[config.mk]
export PLATFORM = sky130hd
export DESIGN_NAME = lcts_top
export DESIGN_NICKNAME = d
export VERILOG_FILES = /design/src/include/lcts_pkg.sv /design/src/include/lcts_cal_if.sv /design/src/logic/lcts_calendar.sv /design/src/logic/lcts_top.sv
export VERILOG_INCLUDE_DIRS = /design/src /design/src/include
export SDC_FILE = /design/constraint.sdc
export NUM_CORES = 1
export LEC_CHECK = 0
export BUFFER_PORTS_ARGS = -buffer_cell sky130_fd_sc_hd__buf_2
export CORE_MARGIN = 2
export CORE_UTILIZATION = 50
export DETAILED_ROUTE_END_ITERATION = 6
export HOLD_SLACK_MARGIN = 0.15
export PLACE_DENSITY = 0.69
export SYNTH_ARGS = -nofsm -noshare
export SYNTH_HDL_FRONTEND = slang
export SYNTH_SLANG_ARGS = --single-unit
[constraint.sdc]
create_clock -name MCLK_I -period 9.6 [get_ports MCLK_I]
set_clock_uncertainty 0.15 [all_clocks]
set_input_delay 1.92 -clock MCLK_I [delete_from_list [all_inputs] [get_ports MCLK_I]]
set_output_delay 1.92 -clock MCLK_I [all_outputs]
set_load 0.02 [all_outputs]
[src/include/lcts_params.svh]
// Purpose: Constants of the local clock and test scheduler.
// Assumes: One 100 MHz clock; year counted from 2000.
// Notes:   Numbers only; the package holds the types.
`ifndef LCTS_PARAMS_SVH
`define LCTS_PARAMS_SVH

// ------------------------------------------------------------
// Timing
// ------------------------------------------------------------
`define LCTS_CLK_NS      10
`define LCTS_SEC_NS      1000000000
`define LCTS_SEC_CYCLES  (`LCTS_SEC_NS / `LCTS_CLK_NS)
`define LCTS_NTP_MIN     5
`define LCTS_NTP_SECS    (`LCTS_NTP_MIN * 60)
`define LCTS_CHANGE_SEC  17'h0003C

// ------------------------------------------------------------
// Offsets and limits
// ------------------------------------------------------------
`define LCTS_QTR_MIN     12'sh00F
`define LCTS_DST_MAX     6'h30
`define LCTS_TZ_LO       8'shD1
`define LCTS_TZ_HI       8'sh30
`define LCTS_MODE_OFF    2'h0
`define LCTS_MODE_ON     2'h1
`define LCTS_MODE_AUTO   2'h2

// ------------------------------------------------------------
// Seasonal switch points
// ------------------------------------------------------------
`define LCTS_MARCH       4'h3
`define LCTS_OCTOBER     4'hA
`define LCTS_LAST_WEEK   6'h19
`define LCTS_SWITCH_HOUR 5'h01

// ------------------------------------------------------------
// Reset value: 2000-01-01 00:00:00, a Saturday
// ------------------------------------------------------------
`define LCTS_RST_TIME    {7'h00, 4'h1, 5'h01, 3'h6, 5'h00, 6'h00, 6'h00}

`endif

[src/include/lcts_pkg.sv]
// Purpose: Types and calendar arithmetic of the local clock.
// Assumes: Years 2000 to 2099, so every fourth year is a leap year.
// Notes:   Weekday 0 is Sunday.
`include "lcts_params.svh"

package lcts_pkg;

   typedef struct packed {
      logic [6:0] year;
      logic [3:0] month;
      logic [4:0] day;
      logic [2:0] wday;
      logic [4:0] hour;
      logic [5:0] min;
      logic [5:0] sec;
   } lcts_time_s;

   typedef enum logic [2:0] {
      OP_NONE   = 3'b000,
      OP_SEC    = 3'b001,
      OP_MIN_UP = 3'b010,
      OP_MIN_DN = 3'b011,
      OP_LOAD   = 3'b100
   } lcts_op_e;

   typedef enum logic [0:0] {
      ST_IDLE  = 1'b0,
      ST_ALIGN = 1'b1
   } lcts_state_e;

   function automatic logic [4:0] lcts_month_len(input logic [6:0] y, input logic [3:0] m);
      case (m)
         4'h2:                      lcts_month_len = (y[1:0] == 2'h0) ? 5'h1D : 5'h1C;
         4'h4, 4'h6, 4'h9, 4'hB:    lcts_month_len = 5'h1E;
         default:                   lcts_month_len = 5'h1F;
      endcase
   endfunction

   function automatic lcts_time_s lcts_day_up(input lcts_time_s t);
      lcts_time_s r;
      r = t;
      r.wday = (t.wday == 3'h6) ? 3'h0 : t.wday + 3'h1;
      if (t.day == lcts_month_len(t.year, t.month))
      begin
         r.day = 5'h01;
         r.month = (t.month == 4'hC) ? 4'h1 : t.month + 4'h1;
         if (t.month == 4'hC)
            r.year = t.year + 7'h01;
      end
      else
         r.day = t.day + 5'h01;
      return r;
   endfunction

   function automatic lcts_time_s lcts_day_dn(input lcts_time_s t);
      lcts_time_s r;
      r = t;
      r.wday = (t.wday == 3'h0) ? 3'h6 : t.wday - 3'h1;
      if (t.day == 5'h01)
      begin
         r.month = (t.month == 4'h1) ? 4'hC : t.month - 4'h1;
         if (t.month == 4'h1)
            r.year = t.year - 7'h01;
         r.day = lcts_month_len(r.year, r.month);
      end
      else
         r.day = t.day - 5'h01;
      return r;
   endfunction

   function automatic lcts_time_s lcts_min_up(input lcts_time_s t);
      lcts_time_s r;
      r = t;
      r.min = (t.min == 6'h3B) ? 6'h00 : t.min + 6'h01;
      if (t.min == 6'h3B)
      begin
         r.hour = (t.hour == 5'h17) ? 5'h00 : t.hour + 5'h01;
         if (t.hour == 5'h17)
            r = lcts_day_up(r);
      end
      return r;
   endfunction

   function automatic lcts_time_s lcts_min_dn(input lcts_time_s t);
      lcts_time_s r;
      r = t;
      r.min = (t.min == 6'h00) ? 6'h3B : t.min - 6'h01;
      if (t.min == 6'h00)
      begin
         r.hour = (t.hour == 5'h00) ? 5'h17 : t.hour - 5'h01;
         if (t.hour == 5'h00)
            r = lcts_day_dn(r);
      end
      return r;
   endfunction

   function automatic logic [16:0] lcts_sod(input lcts_time_s t);
      return 17'(t.hour) * 17'h00E10 + 17'(t.min) * 17'h0003C + 17'(t.sec);
   endfunction

   // Summer season by date alone; callers use it as is at load, so the whole switch day counts as after the switch.
   function automatic logic lcts_season(input lcts_time_s t);
      logic late;
      late = 6'(t.day) >= 6'(t.wday) + `LCTS_LAST_WEEK;
      if (t.month == `LCTS_MARCH)
         return late;
      else if (t.month == `LCTS_OCTOBER)
         return !late;
      else
         return (t.month > `LCTS_MARCH) && (t.month < `LCTS_OCTOBER);
   endfunction

endpackage

[src/include/lcts_cal_if.sv]
// Purpose: Carrier between the scheduler and its calendar counter.
// Assumes: One operation per clock cycle.
// Notes:   The calendar holds the local time.
`timescale 1ns/1ps

interface lcts_cal_if;
   import lcts_pkg::*;
   lcts_op_e   op;
   lcts_time_s ld;
   lcts_time_s now;
   modport ctrl (output op, output ld, input now);
   modport cal  (input op, input ld, output now);
endinterface

[src/logic/lcts_calendar.sv]
// Purpose: Calendar counter stepped by second, by minute up or down, or loaded.
// Assumes: Operations arrive from logic on the same clock.
// Notes:   Month lengths and leap years come from the package functions.
`timescale 1ns/1ps
`include "lcts_params.svh"

module lcts_calendar
(
   input wire logic clk_i,    // System clock.
   input wire logic rst_b_i,  // Asynchronous reset, active low.
   lcts_cal_if.cal  cal       // Operation in, time out.
);
   import lcts_pkg::*;

   lcts_time_s t;
   lcts_time_s next_t;

   always_comb
   begin
      next_t = t;
      case (cal.op)
         OP_LOAD:   next_t = cal.ld;
         OP_SEC:
         begin
            next_t.sec = (t.sec == 6'h3B) ? 6'h00 : t.sec + 6'h01;
            if (t.sec == 6'h3B)
               next_t = lcts_min_up(next_t);
         end
         OP_MIN_UP: next_t = lcts_min_up(t);
         OP_MIN_DN: next_t = lcts_min_dn(t);
         default:   next_t = t;
      endcase
   end

   always_ff @(posedge clk_i or negedge rst_b_i)
   begin
      if (!rst_b_i)
         t <= `LCTS_RST_TIME;
      else
         t <= next_t;
   end

   assign cal.now = t;
endmodule

[src/logic/lcts_top.sv]
// Purpose: Local clock corrected from network time, with a weekly test scheduler.
// Assumes: Config, time and command inputs come from logic on MCLK_I; NET_LINK_I is a pin.
// Notes:   The calendar holds local time; the applied offset tracks zone plus summer time.
`timescale 1ns/1ps
`include "lcts_params.svh"

module lcts_top
#(
   parameter int unsigned SEC_CYCLES = `LCTS_SEC_CYCLES   // Clock cycles per second.
)
(
   input  wire logic              MCLK_I,          // System clock, 100 MHz.
   input  wire logic              RST_B_I,         // Asynchronous reset, active low.
   input  wire logic              NET_LINK_I,      // Network connection present.
   input  wire logic              UTC_VALID_I,     // Pulse: UTC_TIME_I holds server time.
   input  wire lcts_pkg::lcts_time_s UTC_TIME_I,   // Universal time from the server.
   input  wire logic              SET_VALID_I,     // Pulse: operator writes local time.
   input  wire lcts_pkg::lcts_time_s SET_TIME_I,   // Local time from menu or serial port.
   input  wire logic [5:0]        DST_OFS_I,       // Summer offset, quarter hours.
   input  wire logic [1:0]        DST_MODE_I,      // Summer mode: off, on, automatic.
   input  wire logic signed [7:0] TZ_I,            // Zone offset, signed quarter hours.
   input  wire logic [6:0]        TEST_DAYS_I,     // Test day mask, bit 0 Sunday.
   input  wire logic [4:0]        TEST_HOUR_I,     // Test start hour.
   input  wire logic [5:0]        TEST_MIN_I,      // Test start minute.
   input  wire logic [7:0]        TEST_DUR_I,      // Test length in minutes.
   input  wire logic              SMS_TEST_I,      // Pulse: remote test command.
   output      logic              NTP_REQ_O,       // Pulse: request time from server.
   output      lcts_pkg::lcts_time_s TIME_O,       // Running local time.
   output      logic              TIME_CHANGED_O,  // Pulse: time changed event.
   output      logic              TEST_ACTIVE_O,   // Test run in progress.
   output      logic              DST_ACTIVE_O     // Summer offset in force.
);
   import lcts_pkg::*;

   lcts_cal_if cal ();

   logic [31:0]        pre_cnt, next_pre_cnt;
   logic               tick, next_tick, tick_d;
   logic               link_m, link_s;
   logic [8:0]         ntp_cnt, next_ntp_cnt;
   logic               ntp_req, next_ntp_req;
   logic [5:0]         dst_ofs, next_dst_ofs;
   logic [1:0]         dst_mode, next_dst_mode;
   logic signed [7:0]  tz, next_tz;
   logic [6:0]         days, next_days;
   logic [4:0]         t_hour, next_t_hour;
   logic [5:0]         t_min, next_t_min;
   logic [7:0]         dur, next_dur;
   logic               dst_auto, next_dst_auto;
   logic               dst_on, next_dst_on;
   logic signed [11:0] applied, next_applied;
   logic signed [11:0] desired;
   lcts_state_e        st, next_st;
   lcts_time_s         old, next_old;
   logic               chg, next_chg;
   logic               test_on, next_test_on;
   logic [7:0]         left, next_left;
   logic [16:0]        sod_a, sod_b;

   // ------------------------------------------------------------
   // Next-state logic
   // ------------------------------------------------------------
   always_comb
   begin
      next_pre_cnt  = (pre_cnt == SEC_CYCLES - 1) ? 32'h00000000 : pre_cnt + 32'h00000001;
      next_tick     = (pre_cnt == SEC_CYCLES - 1);
      next_ntp_cnt  = ntp_cnt;
      next_ntp_req  = 1'b0;
      next_dst_ofs  = dst_ofs;
      next_dst_mode = dst_mode;
      next_tz       = tz;
      next_days     = TEST_DAYS_I;
      next_t_hour   = TEST_HOUR_I;
      next_t_min    = TEST_MIN_I;
      next_dur      = TEST_DUR_I;
      next_dst_auto = dst_auto;
      next_applied  = applied;
      next_st       = st;
      next_old      = old;
      next_chg      = 1'b0;
      next_test_on  = test_on;
      next_left     = left;
      cal.op        = OP_NONE;
      cal.ld        = UTC_TIME_I;
      sod_a         = lcts_sod(old);
      sod_b         = lcts_sod(cal.now);

      // Out-of-range summer and zone settings are refused and the last good value kept.
      if (DST_OFS_I <= `LCTS_DST_MAX)
         next_dst_ofs = DST_OFS_I;
      if (DST_MODE_I <= `LCTS_MODE_AUTO)
         next_dst_mode = DST_MODE_I;
      if (TZ_I >= `LCTS_TZ_LO && TZ_I <= `LCTS_TZ_HI)
         next_tz = TZ_I;

      if (!link_s)
         next_ntp_cnt = 9'h000;
      else if (tick && ntp_cnt == 9'(`LCTS_NTP_SECS - 1))
      begin
         next_ntp_cnt = 9'h000;
         next_ntp_req = 1'b1;
      end
      else if (tick)
         next_ntp_cnt = ntp_cnt + 9'h001;

      // Automatic summer time switches as 01.00 begins on the last Sunday.
      if (tick_d && cal.now.hour == `LCTS_SWITCH_HOUR && cal.now.min == 6'h00
          && cal.now.sec == 6'h00 && cal.now.wday == 3'h0
          && 6'(cal.now.day) >= `LCTS_LAST_WEEK)
      begin
         if (cal.now.month == `LCTS_MARCH)
            next_dst_auto = 1'b1;
         else if (cal.now.month == `LCTS_OCTOBER)
            next_dst_auto = 1'b0;
      end

      // Server time is loaded raw, then walked a minute per cycle to local.
      if (UTC_VALID_I)
      begin
         cal.op        = OP_LOAD;
         next_applied  = 12'sh000;
         next_old      = cal.now;
         next_st       = ST_ALIGN;
         next_dst_auto = lcts_season(UTC_TIME_I);
      end
      else if (SET_VALID_I)
      begin
         cal.op        = OP_LOAD;
         cal.ld        = SET_TIME_I;
         next_dst_auto = lcts_season(SET_TIME_I);
      end
      else if (tick)
         cal.op = OP_SEC;
      else if (applied < desired)
      begin
         cal.op       = OP_MIN_UP;
         next_applied = applied + 12'sh001;
      end
      else if (applied > desired)
      begin
         cal.op       = OP_MIN_DN;
         next_applied = applied - 12'sh001;
      end
      else if (st == ST_ALIGN)
      begin
         next_st  = ST_IDLE;
         next_chg = ({old.year, old.month, old.day} != {cal.now.year, cal.now.month, cal.now.day})
                 || ((sod_a > sod_b) ? sod_a - sod_b : sod_b - sod_a) > `LCTS_CHANGE_SEC;
      end

      // Scheduled start at a minute boundary; remote start loads the same count and ends at the dur-th minute boundary after it.
      if (SMS_TEST_I && dur != 8'h00)
      begin
         next_test_on = 1'b1;
         next_left    = dur;
      end
      else if (tick_d && cal.now.sec == 6'h00)
      begin
         if (!test_on && days[cal.now.wday] && dur != 8'h00
             && cal.now.hour == t_hour && cal.now.min == t_min)
         begin
            next_test_on = 1'b1;
            next_left    = dur;
         end
         else if (test_on)
         begin
            next_left = left - 8'h01;
            if (left == 8'h01)
               next_test_on = 1'b0;
         end
      end

      next_dst_on = (dst_mode == `LCTS_MODE_ON)
                 || (dst_mode == `LCTS_MODE_AUTO && dst_auto);
   end

   // Target offset in minutes: zone plus summer time when in force.
   assign desired = 12'({{4{tz[7]}}, tz}) * `LCTS_QTR_MIN
                  + (dst_on ? $signed({6'h00, dst_ofs}) * `LCTS_QTR_MIN : 12'sh000);

   // ------------------------------------------------------------
   // State registers
   // ------------------------------------------------------------
   always_ff @(posedge MCLK_I or negedge RST_B_I)
   begin
      if (!RST_B_I)
      begin
         pre_cnt  <= 32'h00000000;
         tick     <= 1'b0;
         tick_d   <= 1'b0;
         ntp_cnt  <= 9'h000;
         ntp_req  <= 1'b0;
         dst_ofs  <= 6'h00;
         dst_mode <= `LCTS_MODE_OFF;
         tz       <= 8'sh00;
         days     <= 7'h00;
         t_hour   <= 5'h00;
         t_min    <= 6'h00;
         dur      <= 8'h00;
         dst_auto <= 1'b0;
         dst_on   <= 1'b0;
         applied  <= 12'sh000;
         st       <= ST_IDLE;
         old      <= `LCTS_RST_TIME;
         chg      <= 1'b0;
         test_on  <= 1'b0;
         left     <= 8'h00;
         link_m   <= 1'b0;
         link_s   <= 1'b0;
      end
      else
      begin
         pre_cnt  <= next_pre_cnt;
         tick     <= next_tick;
         tick_d   <= tick;
         ntp_cnt  <= next_ntp_cnt;
         ntp_req  <= next_ntp_req;
         dst_ofs  <= next_dst_ofs;
         dst_mode <= next_dst_mode;
         tz       <= next_tz;
         days     <= next_days;
         t_hour   <= next_t_hour;
         t_min    <= next_t_min;
         dur      <= next_dur;
         dst_auto <= next_dst_auto;
         dst_on   <= next_dst_on;
         applied  <= next_applied;
         st       <= next_st;
         old      <= next_old;
         chg      <= next_chg;
         test_on  <= next_test_on;
         left     <= next_left;
         link_m   <= NET_LINK_I;
         link_s   <= link_m;
      end
   end

   lcts_calendar u_cal
   (
      .clk_i   (MCLK_I),
      .rst_b_i (RST_B_I),
      .cal     (cal.cal)
   );

   assign NTP_REQ_O      = ntp_req;
   assign TIME_O         = cal.now;
   assign TIME_CHANGED_O = chg;
   assign TEST_ACTIVE_O  = test_on;
   assign DST_ACTIVE_O   = dst_on;
endmodule

==> qor.yml <==
drc: 0
status: "complete, no violations"
ctsHtreeMaxLevel: 4
worstPathMaxFanout: 11
drt-pass1-iter-count: 5
vias: 15285
port-buffer-count: 159
clk_latency_ns: 0.46
layout_commonest_cell: "ha_1"
async_flop_share: 1.00
hold_viol_final: 0
dpl_cell_area_um2: 19200
yosysTopAreaCellShare: 0.245
ys_ff_latch: 182
synthSimpleGateAreaFrac: 0.157
synth_xor_xnor_area_share: 0.0710
cts_tree: "done"
start_kind: "flop"
row_count: 69
cts_root_buf: "clkbuf_16"
grt_max_degree: 85
fmax_mhz: 112
clock_path_buffers: 2
min_period_ns: 8.94
ys_types: 93
post-route-util: 0.559
synth_top_area_cell: "dfrtp_1"
dp_hpwl_um: 36500
die_w_um: 194
syn_avg_cell_area_um2: 8.65
synth_top_family_by_area: "adder cells"
synth.area.mux_share: 0.0311
clock-sinks: 182
setup_viol: 0
grt_pass1_vias: 15041
routed_wl_um: 46900
grt_overflow_total: 0
start_util: 0.507
synth_compound_area_frac: 0.185
cp.required_ns: 9.78
yosys_most_used_dff: "dfrtp_1"
worst_slew_pin_slew_ns: 1.02
stdcell_area_um2: 19800
cts_made_buffers: 17
yosysWarningCount: 0
antenna_cells: 0
synth_cells: 2082
slew_violations: 0
seq_area_frac_synth: 0.253
drv_cap: 0
slew_headroom: 0.313
wl_per_cell_um: 17.5
critPathMaxStageDelay_ns: 0.58
die_area_um2: 37500
fin_hold_ws_ns: 0.214
layout.nets: 2631
die_y_um: 194
track_usage: 0.251
ios: 160
crit_path_end_kind: "flop"
synth-edff-count: 0
drive_gt1_frac: 0.127
synth_area_um2: 18000
hold_class: "flop to flop"
synthAdderAreaFrac: 0.239
cts.clk_slew.worst_paths_ns: 0.07
critPathKind: "flop to flop"
syn-num-nets: 2507
vias_per_cell: 5.70
grt_pass1_wl_um: 76800
gp_congestion: 0.923
synth_area_leaders: "dfrtp_1 24%, ha_1 17%, fa_1 7.1%, inv_1 4.9%, nand2_1 4.0%"
area_growth_pct: 10.2
dr.first_iter.drc_count: 1143
crit_arrival_ns: 9.12
coreArea_um2: 35500
slowest_stage: "fa_1"
period_share: 0.932
antenna_found_initial: 0
ctsHoldBuffers: 0
postRouteAntennaNets: 0
final_cell_mix: "241 x ha_1, 232 x inv_1, 194 x nand2_1"
kinds of logic after synthesis:
| family | count (synthesis) |
|---|---|
| multiplexers | 51 |
| adder cells (fa/ha/maj) | 305 |
| AND/OR/NAND/NOR | 592 |
| buffers and inverters | 301 |
| AO/OA/AOI/OAI | 505 |
| XOR/XNOR | 146 |
| flip-flops | 182 |
state kept, by name (all words and copies together) (netlist names), 2 cells and up:
signal and count:
ntp_cnt 9, dst_mode 2, days 7, dur 8, applied 12, old 33, pre_cnt 32, dst_ofs 6
t_min 6, left 8, u_cal.cal.now 36, tz 8, t_hour 5
final cells by class:
| cell class | count | area [µm²] |
|---|---|---|
| flip-flops and latches | 182 | 4560 |
| inverters | 235 | 886 |
| clock inverters | 13 | 168 |
| repair buffers | 171 | 895 |
| multi-input cells | 1599 | 12300 |
| well taps | 461 | 577 |
| fillers | 3249 | 15600 |
| clock buffers | 19 | 443 |
through the flow:
step	instances	setup TNS, ns	worst slack, ns
after global routing	2680	-0.0107	-0.0107
after CTS	2679	0	0.319
final	2680	0	0.655
after floorplan	2082	0	1.13
after global placement	2647	0	0.684
after detailed placement	2647	0	0.365
final timing paths:
check	slack, ns	cells past startpoint	from	to
worst max-delay path	0.66	38	dst_ofs[0]	applied[10]
worst min-delay path	0.21	0	link_m	link_s
worst max register to register	0.66	38	dst_ofs[0]	applied[10]
worst min register to register	0.21	0	link_m	link_s
max in group asynchronous	6.69	2	RST_B_I	old[22]
min in group asynchronous	1.38	1	RST_B_I	dst_ofs[5]
synth_stat cells (17+ instances only):
library cell	n
mux2i_1	21
nor4_1	18
a21o_1	28
ha_1	241
nor2_1	135
a21oi_1	139
fa_1	64
dfrtp_1	176
o21bai_1	19
mux2_2	29
and3_1	35
nand3_1	67
clkbuf_1	51
o21ai_0	123
inv_1	234
nor3_1	30
nand2b_1	20
xor2_1	68
a31oi_1	18
nand2_1	194
xnor2_1	78
nor2b_1	17
critical path, delay by kind of cell, from the launching register on:
kind	cells	cell delay, ns
DFF	1	0.43
buffers and inverters	6	0.45
AOI/OAI and AO/OA	17	3.03
and+or+nand+nor	3	0.53
adders and majority gates	9	3.81
xor gates and xnor gates	3	0.41
per-layer routing:
layer / vias up / track usage / wire (µm)
met1: 7408 / 0.343 / 21600
met3: 59 / 0.0370 / 2180
met2: 366 / 0.411 / 22000
li1: 7452 / - / -
met5: - / 0 / 0
met4: 0 / 0.0769 / 1100
timing repair:
action / in CTS / in global routing
gates resized for setup: 0 / 7
setup buffers: 0 / 1
endpoints found under the setup margin: 0 / 3
Power is left out: the tool's default activity adds up to more than one toggle a clock period on the data nets, which glitch-free logic cannot reach.
